## src/edp_pkg.sv

```systemverilog
// constants and types shared by the eight-bit core datapath
package edp_pkg;

  // ----------------------------------------------------------------
  // widths and sizes
  // ----------------------------------------------------------------
  localparam int ADDR_W   = 11;
  localparam int DATA_W   = 8;
  localparam int SP_DEPTH = 64;
  localparam int IS_W     = 6;
  localparam int FLAG_W   = 5;

  // ----------------------------------------------------------------
  // addresses and reset values
  // ----------------------------------------------------------------
  localparam logic [10:0] RESET_ADDR  = 11'h000;
  localparam logic [10:0] IRQ_VECTOR  = 11'h020; // service entry, arbitrary value
  localparam logic [10:0] INC_ONE     = 11'h001;
  localparam logic [7:0]  ACC_RESET   = 8'h00;
  localparam logic [5:0]  IS_RESET    = 6'h00;
  localparam logic [4:0]  FLAG_RESET  = 5'h00;
  localparam logic [7:0]  OPCODE_RESET = 8'h00;

  // scratchpad selection from the low opcode nibble, and the fixed return save slots
  localparam logic [3:0]  DIRECT_LIMIT = 4'hC;
  localparam logic [3:0]  RSEL_IS_INC  = 4'hD;
  localparam logic [3:0]  RSEL_IS_DEC  = 4'hE;
  localparam logic [5:0]  SAVE_LO_IDX  = 6'h0D;
  localparam logic [5:0]  SAVE_HI_IDX  = 6'h0C;

  // status flag positions
  localparam int FL_SIGN  = 0;
  localparam int FL_CARRY = 1;
  localparam int FL_ZERO  = 2;
  localparam int FL_OVF   = 3;
  localparam int FL_IRQEN = 4;

  // ----------------------------------------------------------------
  // instruction groups (upper nibble), misc sub-ops (lower nibble), alu operations and sequencer states
  // ----------------------------------------------------------------
  typedef enum logic [3:0] {
    OP_MISC = 4'h0, OP_BRANCH = 4'h1, OP_LDI = 4'h2, OP_LDS = 4'h3,
    OP_LDR  = 4'h4, OP_STR    = 4'h5, OP_ADD = 4'h6, OP_ADC = 4'h7,
    OP_AND  = 4'h8, OP_OR     = 4'h9, OP_XOR = 4'hA, OP_ISU = 4'hB,
    OP_ISL  = 4'hC, OP_ISA    = 4'hD, OP_AI  = 4'hE, OP_LDP = 4'hF
  } edp_group_t;

  typedef enum logic [3:0] {
    M_NOP  = 4'h0, M_SWAP = 4'h1, M_SAVEK = 4'h2, M_INC  = 4'h3,
    M_DEC  = 4'h4, M_COM  = 4'h5, M_SHR   = 4'h6, M_SHL  = 4'h7,
    M_DADJ = 4'h8, M_SETI = 4'h9, M_CLRI  = 4'hA, M_ADDP = 4'hB,
    M_LDM  = 4'hC, M_CALL = 4'hD, M_RET   = 4'hE, M_RSV  = 4'hF
  } edp_misc_t;

  typedef enum logic [3:0] {
    A_PASS = 4'h0, A_ADD = 4'h1, A_ADDC = 4'h2, A_DADJ = 4'h3,
    A_INC  = 4'h4, A_DEC = 4'h5, A_AND  = 4'h6, A_OR   = 4'h7,
    A_XOR  = 4'h8, A_COM = 4'h9, A_SHR  = 4'hA, A_SHL  = 4'hB
  } edp_aluop_t;

  typedef enum logic [2:0] {
    S_FETCH = 3'b000, S_EXEC = 3'b001, S_OPER = 3'b010,
    S_OPER2 = 3'b011, S_BRANCH = 3'b100, S_IRQ = 3'b101
  } edp_state_t;

endpackage

```

## src/edp_core.sv

```systemverilog
// cpu core datapath: opcode latch, address registers, scratchpad, accumulator and flags
`timescale 1ns/100ps
`default_nettype none
module edp_core
  import edp_pkg::*;
(
  input  wire logic              clk,
  input  wire logic              srst,
  output logic [10:0]            rom_addr,
  input  wire logic [7:0]        rom_data,
  input  wire logic              irq_req,
  output logic                   irq_ack,
  output logic                   opcode_fetch,
  output logic [7:0]             opcode_latch,
  output logic [7:0]             accumulator,
  output logic [10:0]            instr_counter,
  output logic [10:0]            return_addr,
  output logic [10:0]            table_pointer,
  output logic [10:0]            aux_table_pointer,
  output logic [5:0]             scratch_index,
  output logic [4:0]             status_flags
);
  import edp_pkg::*;

  // ----------------------------------------------------------------
  // state and registers
  // ----------------------------------------------------------------
  edp_state_t  state_reg, state_next;
  logic [7:0]  opcode_reg, opcode_next;
  logic [7:0]  acc_reg, acc_next;
  logic [10:0] pc_reg, pc_next;
  logic [10:0] ret_reg, ret_next;
  logic [10:0] dc_reg, dc_next;
  logic [10:0] dc1_reg, dc1_next;
  logic [5:0]  is_reg, is_next;
  logic [4:0]  flag_reg, flag_next;
  logic [7:0]  oper_reg, oper_next;
  logic [7:0]  scratch [0:SP_DEPTH-1];

  // ----------------------------------------------------------------
  // opcode decode
  // ----------------------------------------------------------------
  edp_group_t grp;
  edp_misc_t  misc;
  logic [3:0] low;
  logic       is_misc;
  logic       uses_reg;
  logic       alu_group;
  logic       alu_misc;
  logic       needs_oper;
  logic       two_byte;
  logic       privileged;
  logic       in_exec;
  logic       in_oper;

  assign grp        = edp_group_t'(opcode_reg[7:4]);
  assign low        = opcode_reg[3:0];
  assign misc       = edp_misc_t'(low);
  assign is_misc    = (grp == OP_MISC);
  assign in_exec    = (state_reg == S_EXEC);
  assign in_oper    = (state_reg == S_OPER);
  assign alu_group  = (grp == OP_ADD) || (grp == OP_ADC) || (grp == OP_AND) ||
                      (grp == OP_OR) || (grp == OP_XOR);
  assign uses_reg   = alu_group || (grp == OP_LDR) || (grp == OP_STR);
  assign alu_misc   = is_misc && ((misc == M_INC) || (misc == M_DEC) || (misc == M_COM) ||
                      (misc == M_SHR) || (misc == M_SHL) || (misc == M_DADJ));
  assign two_byte   = (grp == OP_LDP) || (is_misc && (misc == M_CALL));
  assign needs_oper = two_byte || (grp == OP_BRANCH) || (grp == OP_LDI) || (grp == OP_AI) ||
                      (is_misc && (misc == M_LDM));
  assign privileged = is_misc && ((misc == M_SETI) || (misc == M_CLRI) ||
                      (misc == M_CALL) || (misc == M_RET));

  // ----------------------------------------------------------------
  // scratchpad addressing
  // ----------------------------------------------------------------
  logic       sel_direct;
  logic [5:0] sp_addr;
  logic [7:0] sp_rdata;
  logic [2:0] is_low_inc;
  logic [2:0] is_low_dec;
  logic       sp_we;
  logic       save_we;

  assign sel_direct = (low < DIRECT_LIMIT);
  assign sp_addr    = sel_direct ? {2'b00, low} : is_reg;
  assign sp_rdata   = scratch[sp_addr];
  assign is_low_inc = is_reg[2:0] + 3'h1;
  assign is_low_dec = is_reg[2:0] - 3'h1;
  assign sp_we      = in_exec && (grp == OP_STR);
  assign save_we    = in_exec && is_misc && (misc == M_SAVEK);

  // ----------------------------------------------------------------
  // shared address adder
  // ----------------------------------------------------------------
  logic        rom_sel_dc;
  logic        addp_now;
  logic [10:0] add_a;
  logic [10:0] add_b;
  logic [10:0] add_sum;

  assign rom_sel_dc = in_oper && is_misc && (misc == M_LDM);
  assign addp_now   = in_exec && is_misc && (misc == M_ADDP);
  assign add_a      = (rom_sel_dc || addp_now) ? dc_reg : pc_reg;
  assign add_b      = (state_reg == S_BRANCH) ? {{3{oper_reg[7]}}, oper_reg} :
                      addp_now ? {{3{acc_reg[7]}}, acc_reg} : INC_ONE;
  assign add_sum    = add_a + add_b;
  assign rom_addr   = rom_sel_dc ? dc_reg : pc_reg;

  // ----------------------------------------------------------------
  // alu hookup
  // ----------------------------------------------------------------
  edp_aluop_t alu_op;
  logic [7:0] alu_b;
  logic [7:0] alu_res;
  logic       alu_c;
  logic       alu_v;
  logic       alu_s;
  logic       alu_z;

  // operation from group or misc sub-op
  always_comb
  begin
    alu_op = A_PASS;
    case (grp)
      OP_ADD, OP_AI: alu_op = A_ADD;
      OP_ADC:        alu_op = A_ADDC;
      OP_AND:        alu_op = A_AND;
      OP_OR:         alu_op = A_OR;
      OP_XOR:        alu_op = A_XOR;
      OP_MISC:
      begin
        case (misc)
          M_INC:   alu_op = A_INC;
          M_DEC:   alu_op = A_DEC;
          M_COM:   alu_op = A_COM;
          M_SHR:   alu_op = A_SHR;
          M_SHL:   alu_op = A_SHL;
          M_DADJ:  alu_op = A_DADJ;
          default: alu_op = A_PASS;
        endcase
      end
      default: alu_op = A_PASS;
    endcase
  end

  assign alu_b = (grp == OP_AI) ? rom_data : sp_rdata;

  edp_alu u_alu (
    .op        (alu_op),
    .a         (acc_reg),
    .b         (alu_b),
    .cin       (flag_reg[FL_CARRY]),
    .result    (alu_res),
    .carry_out (alu_c),
    .overflow  (alu_v),
    .sign      (alu_s),
    .zero      (alu_z)
  );

  // ----------------------------------------------------------------
  // completion and interrupt entry
  // ----------------------------------------------------------------
  logic branch_taken;
  logic instr_done;
  logic take_irq;

  assign branch_taken = (low == 4'h0) ||
                        ((low & {flag_reg[FL_OVF], flag_reg[FL_ZERO], flag_reg[FL_CARRY], flag_reg[FL_SIGN]})
                         != 4'h0);
  assign instr_done   = (in_exec && !needs_oper) ||
                        (in_oper && !two_byte && !((grp == OP_BRANCH) && branch_taken)) ||
                        (state_reg == S_OPER2) || (state_reg == S_BRANCH);
  assign take_irq     = instr_done && !privileged && flag_reg[FL_IRQEN] && irq_req;

  // ----------------------------------------------------------------
  // next-state and register updates
  // ----------------------------------------------------------------
  always_comb
  begin
    state_next  = state_reg;
    opcode_next = opcode_reg;
    acc_next    = acc_reg;
    pc_next     = pc_reg;
    ret_next    = ret_reg;
    dc_next     = dc_reg;
    dc1_next    = dc1_reg;
    is_next     = is_reg;
    flag_next   = flag_reg;
    oper_next   = oper_reg;
    case (state_reg)
      S_FETCH:
      begin
        opcode_next = rom_data;
        pc_next     = add_sum;
        state_next  = S_EXEC;
      end
      S_EXEC:
      begin
        if (alu_group || alu_misc)
        begin
          acc_next = alu_res;
          flag_next[FL_CARRY] = alu_c;
          flag_next[FL_OVF]   = alu_v;
          flag_next[FL_SIGN]  = alu_s;
          flag_next[FL_ZERO]  = alu_z;
        end
        if (grp == OP_LDS)
          acc_next = {4'h0, low};
        if (grp == OP_LDR)
          acc_next = sp_rdata;
        if (uses_reg && (low == RSEL_IS_INC))
          is_next = {is_reg[5:3], is_low_inc};
        if (uses_reg && (low == RSEL_IS_DEC))
          is_next = {is_reg[5:3], is_low_dec};
        if (grp == OP_ISU)
          is_next = {low[2:0], is_reg[2:0]};
        if (grp == OP_ISL)
          is_next = {is_reg[5:3], low[2:0]};
        if (grp == OP_ISA)
          is_next = acc_reg[5:0];
        if (is_misc)
        begin
          case (misc)
            M_SWAP:
            begin
              dc_next  = dc1_reg;
              dc1_next = dc_reg;
            end
            M_SETI: flag_next[FL_IRQEN] = 1'b1;
            M_CLRI: flag_next[FL_IRQEN] = 1'b0;
            M_ADDP: dc_next = add_sum;
            M_RET:  pc_next = ret_reg;
            default: ;
          endcase
        end
        state_next = needs_oper ? S_OPER : (take_irq ? S_IRQ : S_FETCH);
      end
      S_OPER:
      begin
        if (rom_sel_dc)
          dc_next = add_sum;
        else
          pc_next = add_sum;
        oper_next = rom_data;
        if ((grp == OP_LDI) || rom_sel_dc)
          acc_next = rom_data;
        if (grp == OP_AI)
        begin
          acc_next = alu_res;
          flag_next[FL_CARRY] = alu_c;
          flag_next[FL_OVF]   = alu_v;
          flag_next[FL_SIGN]  = alu_s;
          flag_next[FL_ZERO]  = alu_z;
        end
        if (two_byte)
          state_next = S_OPER2;
        else if ((grp == OP_BRANCH) && branch_taken)
          state_next = S_BRANCH;
        else
          state_next = take_irq ? S_IRQ : S_FETCH;
      end
      S_OPER2:
      begin
        if (grp == OP_LDP)
        begin
          dc_next = {oper_reg[2:0], rom_data};
          pc_next = add_sum;
        end
        else
        begin
          ret_next = add_sum;
          pc_next  = {oper_reg[2:0], rom_data};
        end
        state_next = take_irq ? S_IRQ : S_FETCH;
      end
      S_BRANCH:
      begin
        pc_next    = add_sum;
        state_next = take_irq ? S_IRQ : S_FETCH;
      end
      S_IRQ:
      begin
        ret_next  = pc_reg;
        pc_next   = IRQ_VECTOR;
        flag_next[FL_IRQEN] = 1'b0;
        state_next = S_FETCH;
      end
      default: state_next = S_FETCH;
    endcase
  end

  always_ff @(posedge clk)
  begin
    if (srst)
    begin
      state_reg  <= S_FETCH;
      opcode_reg <= OPCODE_RESET;
      acc_reg    <= ACC_RESET;
      pc_reg     <= RESET_ADDR;
      ret_reg    <= RESET_ADDR;
      dc_reg     <= RESET_ADDR;
      dc1_reg    <= RESET_ADDR;
      is_reg     <= IS_RESET;
      flag_reg   <= FLAG_RESET;
      oper_reg   <= 8'h00;
    end
    else
    begin
      state_reg  <= state_next;
      opcode_reg <= opcode_next;
      acc_reg    <= acc_next;
      pc_reg     <= pc_next;
      ret_reg    <= ret_next;
      dc_reg     <= dc_next;
      dc1_reg    <= dc1_next;
      is_reg     <= is_next;
      flag_reg   <= flag_next;
      oper_reg   <= oper_next;
    end
  end

  // ----------------------------------------------------------------
  // scratchpad write port
  // ----------------------------------------------------------------
  // return save split
  always_ff @(posedge clk)
  begin
    if (sp_we)
      scratch[sp_addr] <= acc_reg;
    if (save_we)
    begin
      scratch[SAVE_LO_IDX] <= ret_reg[7:0];
      scratch[SAVE_HI_IDX] <= {5'b00000, ret_reg[10:8]};
    end
  end

  // ----------------------------------------------------------------
  // outputs
  // ----------------------------------------------------------------
  // address registers visible
  assign opcode_fetch      = (state_reg == S_FETCH);
  assign irq_ack           = (state_reg == S_IRQ);
  assign opcode_latch      = opcode_reg;
  assign accumulator       = acc_reg;
  assign instr_counter     = pc_reg;
  assign return_addr       = ret_reg;
  assign table_pointer     = dc_reg;
  assign aux_table_pointer = dc1_reg;
  assign scratch_index     = is_reg;
  assign status_flags      = flag_reg;

endmodule
`default_nettype wire

```

## src/edp_alu.sv

```systemverilog
// eight-bit arithmetic and logic unit with result flags
`timescale 1ns/100ps
`default_nettype none
module edp_alu
  import edp_pkg::*;
(
  input  wire edp_pkg::edp_aluop_t op,
  input  wire logic [7:0]          a,
  input  wire logic [7:0]          b,
  input  wire logic                cin,
  output logic [7:0]               result,
  output logic                     carry_out,
  output logic                     overflow,
  output logic                     sign,
  output logic                     zero
);
  import edp_pkg::*;

  logic [7:0] addend;
  logic       add_cin;
  logic       arith;
  logic [8:0] sum9;
  logic [7:0] low7;
  logic [7:0] logic_res;

  // ----------------------------------------------------------------
  // operand shaping for the adder
  // ----------------------------------------------------------------
  // arithmetic operation select
  always_comb
  begin
    addend  = b;
    add_cin = 1'b0;
    arith   = 1'b1;
    case (op)
      A_ADD:  addend = b;
      A_ADDC: add_cin = cin;
      A_INC:  addend = 8'h01;
      A_DEC:  addend = 8'hFF;
      A_DADJ: addend = {((a[7:4] > 4'h9) || cin) ? 4'h6 : 4'h0, (a[3:0] > 4'h9) ? 4'h6 : 4'h0};
      default: arith = 1'b0;
    endcase
  end

  assign sum9 = {1'b0, a} + {1'b0, addend} + {8'h00, add_cin};
  assign low7 = {1'b0, a[6:0]} + {1'b0, addend[6:0]} + {7'h00, add_cin};

  always_comb
  begin
    case (op)
      A_AND:   logic_res = a & b;
      A_OR:    logic_res = a | b;
      A_XOR:   logic_res = a ^ b;
      A_COM:   logic_res = ~a;
      A_SHR:   logic_res = {1'b0, a[7:1]};
      A_SHL:   logic_res = {a[6:0], 1'b0};
      default: logic_res = b;
    endcase
  end

  // ----------------------------------------------------------------
  // result and flags
  // ----------------------------------------------------------------
  // flags beside result
  assign result    = arith ? sum9[7:0] : logic_res;
  assign carry_out = arith & (sum9[8] | ((op == A_DADJ) & cin));
  assign overflow  = arith & (sum9[8] ^ low7[7]);
  assign sign      = result[7];
  assign zero      = (result == 8'h00);

endmodule
`default_nettype wire

```

## config.mk

```make
export PLATFORM = sky130hd
export DESIGN_NAME = edp_core
export DESIGN_NICKNAME = d
export VERILOG_FILES = /design/src/edp_pkg.sv /design/src/edp_core.sv /design/src/edp_alu.sv
export SDC_FILE = /design/constraint.sdc
export NUM_CORES = 1
export LEC_CHECK = 0
export BUFFER_PORTS_ARGS = -buffer_cell sky130_fd_sc_hd__buf_2
export CORE_ASPECT_RATIO = 1.2
export CORE_MARGIN = 5
export CORE_UTILIZATION = 50
export CTS_CLUSTER_DIAMETER = 100
export CTS_CLUSTER_SIZE = 12
export DETAILED_ROUTE_END_ITERATION = 10
export PLACE_DENSITY = 0.7
export REMOVE_ABC_BUFFERS = 1
export SYNTH_ARGS = -nofsm -noshare
export SYNTH_HDL_FRONTEND = slang
export SYNTH_SLANG_ARGS = --single-unit
```

## constraint.sdc

```tcl
create_clock -name clk -period 4.8 [get_ports clk]
set_input_delay 0.72 -clock clk [delete_from_list [all_inputs] [get_ports clk]]
set_output_delay 0.72 -clock clk [all_outputs]
set_load 0.03 [all_outputs]
```

==> impl_metrics.ini, run 1 <==
[status]
status = finished, violations left
violations = negative setup slack

[detailed_routing]
antenna_left = 0
vias_per_cell = 6.76
dr.pass1.iters = 7
vias = 22791
routed_wl_um = 107000
dr.first_iter.drc_count = 3597
drcViolationCount = 0
wl_per_cell_um = 31.7

[pwr]
seq_power_share = 0.475
clock_power_share = 0.337
power_frac_comb = 0.188
switchingPower_mw = 3.40
p_leak_nw = 12.2
p_int_mw = 8.72
p_per_area_nw_per_um2 = 362
vdd_ir_drop_max_mv = 0.277
switching_share = 0.281
power.total_mw = 12.1

[final_layout]
drive_gt1_frac = 0.283
syn2layout_area_growth_pct = 24.5
layout.nets = 2672
multi_input_comb_area_sq_um = 9710
register_area_sq_um = 17000
largest_reg_flops = 512
finalNonFillerCells = 3370
final_area_sq_um = 33500
nFillCells = 4102
regMostFlops = scratch

[logic_synthesis]
synth_top_area_frac = 0.567
syn-instance-count = 2178
postSynthAreaPerCell_sq_um = 12.3
synth_area_leader_cell = edfxtp_1
synth_warnings = 0
yosysMostFrequentCell = edfxtp_1
ys_seq_area_frac = 0.631
synth_area_leaders = edfxtp_1 (57%), dfxtp_1 (6.5%), nor2_1 (2.7%)
async_flop_share = 0
synth_common_cells = edfxtp_1 (507), nor2_1 (195), nand2_1 (159)
syn_area_sq_um = 26900
ys_types = 97
synthFlopType = edfxtp_1
synth-seq-cells = 594
synth_edf_count = 507

[critical_path]
worst-endpoint-required_ns = 5.31
cp_cell_sequence = buf_12 > buf_4 > nand3_2 > nand2_4 > buf_12 > buf_4 > buf_4 > buf_6 > a211oi_1 > a2111o_1 > or4_4 > nor4_4 > buf_4 > a21oi_4 > o21a_1 > ha_4 > buf_6 > o21a_1 > o21ai_2 > or3b_4 > a21oi_2 > nor4_1 > a211oi_1
critical_path.slowest_cell = or4_4
crit_family = simple AND/OR/NAND/NOR gates
start_kind = register
crit_path_frequent_cell = buf_4
path_max_fanout = 31
cp_num_buf_inv = 8
worstPathArrival_ns = 5.43
max_stage_delay_ns = 0.53
crit_type = reg2reg
critPathCaptureType = register

[placed_design]
port_buffers = 94
placedCellCount = 3235
hpwl_um = 75000
gp_congestion = 1.04
place_area_sq_um = 30800

[grt]
grtUsageTotal = 0.351
busiest_layer = met2
first_global_vias = 22243
use_met1 = 0.423
antenna_found_initial = 1
grt_util_met3 = 0.0851
grt-ovfl-total = 0
grt_pass1_wl_um = 153000
grt_max_degree = 72
grtUsageMet2 = 0.565

[cts]
clock_latency_ns = 0.67
cts_root_buffer = clkbuf_16
cts_tree = built
clkSlewWorstSetupHoldPaths_ns = 0.07
ctsHoldBuffers = 0
cts_buffers = 55
clk_path_buf_depth = 3
cts_htree_levels = 2
cts_sinks = 594

[run]
cap_violations = 0

[floorplanning]
die_y_um = 264
std_cell_rows = 93
pin_count = 95
initial_utilization = 0.503
die_x_um = 222
core_sq_um = 53400
dieArea_sq_um = 58500

[timing]
worstMarginPinSlew_ns = 1.31
rsz0062_at_grt = yes
maxSlewHeadroom = 0.123
drv_slew = 0
clock_skew_ns = 0.0614
report.final.hold_viol_count = 0
fin_crit_sh = 1.03
setup_viol_count_final = 5
whs_ns = 0.467
fin_ws_ns = -0.121
max_clock_freq_mhz = 203
fin_crit_ns = 4.92
setup_tns_ns = -0.437

[min_path]
hold_class = reg2reg
-- cell type report --
cell class,instances,share of cell area
Multi-Input combinational cell,1410,0.290
Sequential cell,594,0.508
Inverter,34,0.00389
Clock buffer,86,0.0446
Antenna cell,1,0.0000748
Tap cell,712,0.0266
Clock inverter,4,0.00266
Timing Repair Buffer,529,0.124
-- per-layer routing --
| layer | wire length, um | share of wire |
|---|---|---|
| met5 | 0 | 0 |
| met4 | 9090 | 0.085 |
| met3 | 13100 | 0.12 |
| met1 | 36000 | 0.34 |
| met2 | 48800 | 0.46 |
-- stage by stage --
step,util,setup slack [ns]
after floorplan,-,-2.64
after global placement,0.577,-0.455
after detailed placement,0.577,-0.603
after CTS,0.618,-0.0576
after global routing,0.626,-0.270
final,0.626,-0.121
-- worst paths after layout --
kind / startpoint / to / slack, ns / depth (start not counted)
worst min register to register: oper_reg[4] / oper_reg[4] / 0.47 / 2
worst max-delay path: opcode_latch[2] / accumulator[6] / -0.12 / 23
worst max register to register: opcode_latch[2] / accumulator[6] / -0.12 / 23
worst min-delay path: oper_reg[4] / oper_reg[4] / 0.47 / 2
-- what timing repair did --
| item | in CTS | in global routing |
|---|---|---|
| pin swaps | 44 | 44 |
| setup endpoints to repair | 10 | 17 |
| setup buffers | 22 | 20 |
| resized for setup | 95 | 64 |
| hold endpoints to repair | 0 | 0 |
| cloned | 2 | 1 |
-- cells by family (layout without fill, tap and decap cells) --
logic type,after synthesis,after routing,synth area share
multiplexers,111,111,0.0432
AO/OA/AOI/OAI,670,670,0.172
adder cells (fa/ha/maj),37,37,0.0183
AND/OR/NAND/NOR,574,574,0.101
flip-flops,594,594,0.631
XOR/XNOR,18,18,0.00587
buffers and inverters,174,653,0.0282
other,0,1,0
-- cells in the final DEF (no fill, tap or decap), types with 14 or more instances in the layout --
master and instances:
a22o_1 26, inv_1 29, buf_4 387, nand3_1 51, mux2i_1 70, a222oi_1 28, o21ai_0 95, a21oi_1 125
nand2_1 159, dfxtp_1 72, mux2_2 34, a21oi_2 14, nand2b_1 16, a22oi_1 90, o22ai_1 30, edfxtp_1 507
a221oi_1 36, a211oi_1 24, o21ai_1 25, buf_6 23, ha_1 30, nor2_1 192, clkbuf_16 56, buf_2 94
clkbuf_1 31, nor3_1 38, buf_12 21, a31oi_1 18
-- worst register-to-register path, delay by kind of cell, from the launching register on --
family | cells | cell delay (ns)
AOI/OAI and AO/OA | 8 | 1.43
adders and majority gates | 1 | 0.25
DFF | 1 | 0.34
and+or+nand+nor | 6 | 1.52
buffers and inverters | 8 | 1.29
-- power groups by stage --
stage,Clock (mW),Combinational (mW),Sequential (mW)
floorplan,0,0.747,6.01
global placement,0,1.95,5.87
detailed placement,0,1.97,5.87
CTS,4.07,2.10,5.76
global route,4.31,2.34,5.76
finish,4.08,2.28,5.76
Power figures use the tool's default switching activity.
==> run 2, diff against run 1 <==
- ABC_AREA: default -> 1
==> impl_metrics.ini, run 2 <==
[final_layout]
postLayoutCoreUtil = 0.569
diodes = 0
syn2layout_area_growth_pct = 12.8
final_common_cell = nand2_1
multi_input_comb_area_sq_um = 9780
finalNonFillerCells = 4018
register_area_sq_um = 17000
final_cell_mix = nand2_1 (1264), edfxtp_1 (507), inv_1 (233)
final_area_sq_um = 31800
layout.nets = 3318
drive_gt1_frac = 0.0985
regMostFlops = scratch
nFillCells = 4931
largest_reg_flops = 512

[pwr]
p_leak_nw = 13.4
p_int_mw = 8.84
vdd_ir_drop_max_mv = 0.400
seq_power_share = 0.460
p_per_area_nw_per_um2 = 409
clock_power_share = 0.305
switching_share = 0.319
power_frac_comb = 0.236
switchingPower_mw = 4.14
power.total_mw = 13.0

[timing]
setup_viol_count_final = 0
fin_crit_ns = 4.50
fin_crit_sh = 0.936
report.final.hold_viol_count = 0
worstMarginPinSlew_ns = 0.986
drv_slew = 0
max_clock_freq_mhz = 222
setup_tns_ns = 0
clock_skew_ns = 0.0257
maxSlewHeadroom = 0.340

[placed_design]
port_buffers = 94
place_area_sq_um = 29900
hpwl_um = 57400
gp_congestion = 0.990
placedCellCount = 3926

[logic_synthesis]
yosysMostFrequentCell = nand2_1
synth_edf_count = 507
synth_common_cells = nand2_1 (1272), edfxtp_1 (507), inv_1 (233)
syn-instance-count = 3140
synth_warnings = 0
synthFlopType = edfxtp_1
synth_top_area_frac = 0.541
ys_seq_area_frac = 0.602
syn_area_sq_um = 28200
async_flop_share = 0
postSynthAreaPerCell_sq_um = 8.97
ys_types = 48
synth_area_leaders = edfxtp_1 (54%), nand2_1 (17%), dfxtp_1 (6.2%)
synth_area_leader_cell = edfxtp_1
synth-seq-cells = 594

[detailed_routing]
vias_per_cell = 5.74
drcViolationCount = 0
routed_wl_um = 88100
dr.pass1.iters = 9
vias = 23077
antenna_left = 0
wl_per_cell_um = 21.9
dr.first_iter.drc_count = 2618

[grt]
antenna_found_initial = 4
grt_pass1_wl_um = 131000
grt_max_degree = 80
grtUsageTotal = 0.276
first_global_vias = 22471
grt-ovfl-total = 0

[floorplanning]
pin_count = 95
initial_utilization = 0.504
die_x_um = 227
core_sq_um = 55900
dieArea_sq_um = 61200
std_cell_rows = 95
die_y_um = 270

[critical_path]
r2r-end = status_flags[2]
crit_path_frequent_cell = nand2_1
max_stage_delay_ns = 0.39
critical_path.slowest_cell = fa_2
crit_type = reg2reg
r2r_setup_slack_ns = 0.30
path_max_fanout = 20
worstPathArrival_ns = 5.04
rr_startpoint = opcode_latch[3]
worstRegToRegCells = 33
critPathCaptureType = register
start_kind = register
worst-endpoint-required_ns = 5.35

[min_path]
hold_class = in2reg
min_from = rom_data[0]
hold_path_depth = 3
hold_end = oper_reg[0]

[cts]
clkSlewWorstSetupHoldPaths_ns = 0.07
ctsHoldBuffers = 0
cts_root_buffer = clkbuf_16
clk_path_buf_depth = 3
cts_htree_levels = 2
clock_latency_ns = 0.63
cts_tree = built
cts_buffers = 55
cts_sinks = 594

[run]
cap_violations = 0

[status]
status = complete, no violations
run 2: cell count changes after synthesis, moves of 32 or more:
cell | previous run | this run
a221oi_1 | 39 | 7
mux2_2 | 37 | 0
inv_1 | 30 | 233
nand2_1 | 159 | 1272
nand3_1 | 53 | 200
mux2i_1 | 72 | 0
a22oi_1 | 91 | 7
run 2: routing by layer:
layer | GRT usage | up-vias | wire length [um]
li1 | - | 10681 | -
met2 | 0.458 | 1283 | 42700
met3 | 0.0433 | 289 | 7870
met5 | 0 | - | 13
met4 | 0.137 | 2 | 4950
met1 | 0.353 | 10822 | 32600
run 2: metrics by stage:
step                worst slack (ns)  hold WS [ns]
floorplan                      -4.31         0.454
global placement              0.0131         0.463
detailed placement            0.0333         0.475
CTS                            0.117         0.437
global route                 -0.0257         0.464
finish                         0.305         0.469
run 2: critical path: cells and delay by family (launching register included):
family / cells / cell delay [ns]
simple gates: 22 / 1.91
fa+ha+maj: 2 / 0.77
buf+inv: 5 / 0.69
compound gates: 4 / 0.65
flops: 1 / 0.37
run 2: final cells by class:
type                            instances  share of cell area
Tap cell                              727              0.0286
Inverter                              240              0.0284
Sequential cell                       594               0.535
Timing Repair Buffer                  210              0.0530
Clock buffer                           74              0.0456
Clock inverter                          4             0.00181
Multi-Input combinational cell       2169               0.308
run 2: worst max-delay path by stage:
stage,endpoint,cells after the start,startpoint,slack (ns)
3_3_place_gp,status_flags[2],33,opcode_latch[3],0.01
3_5_place_dp,status_flags[2],33,opcode_latch[3],0.03
5_1_grt,status_flags[2],32,opcode_latch[2],-0.03
2_1_floorplan,status_flags[2],31,opcode_latch[2],-4.31
4_1_cts,status_flags[2],32,opcode_latch[3],0.12
6_report,status_flags[2],33,opcode_latch[3],0.30
run 2: repair_timing:
| action | in CTS | in global routing |
|---|---|---|
| cloned | 0 | 7 |
| pin swaps | 0 | 4 |
| buffers inserted | 0 | 8 |
| gates resized for setup | 0 | 33 |
| endpoints found under the setup margin | 1 | 6 |
run 2: power groups by stage:
stage,logic (mW),registers (mW),clock network [mW]
after CTS,2.88,5.96,4.00
after global placement,2.84,6.07,0
after detailed placement,2.87,6.07,0
final,3.06,5.97,3.96
after global routing,3.32,5.98,4.21
after floorplan,1.57,6.32,0
run 2: kinds of logic after synthesis:
kind of cell	after synthesis	synth area share
buffers and inverters	377	0.0553
adder cells (fa/ha/maj)	37	0.0175
AND/OR/NAND/NOR	1751	0.248
XOR/XNOR	12	0.00373
flip-flops	594	0.602
AO/OA/AOI/OAI	369	0.0736
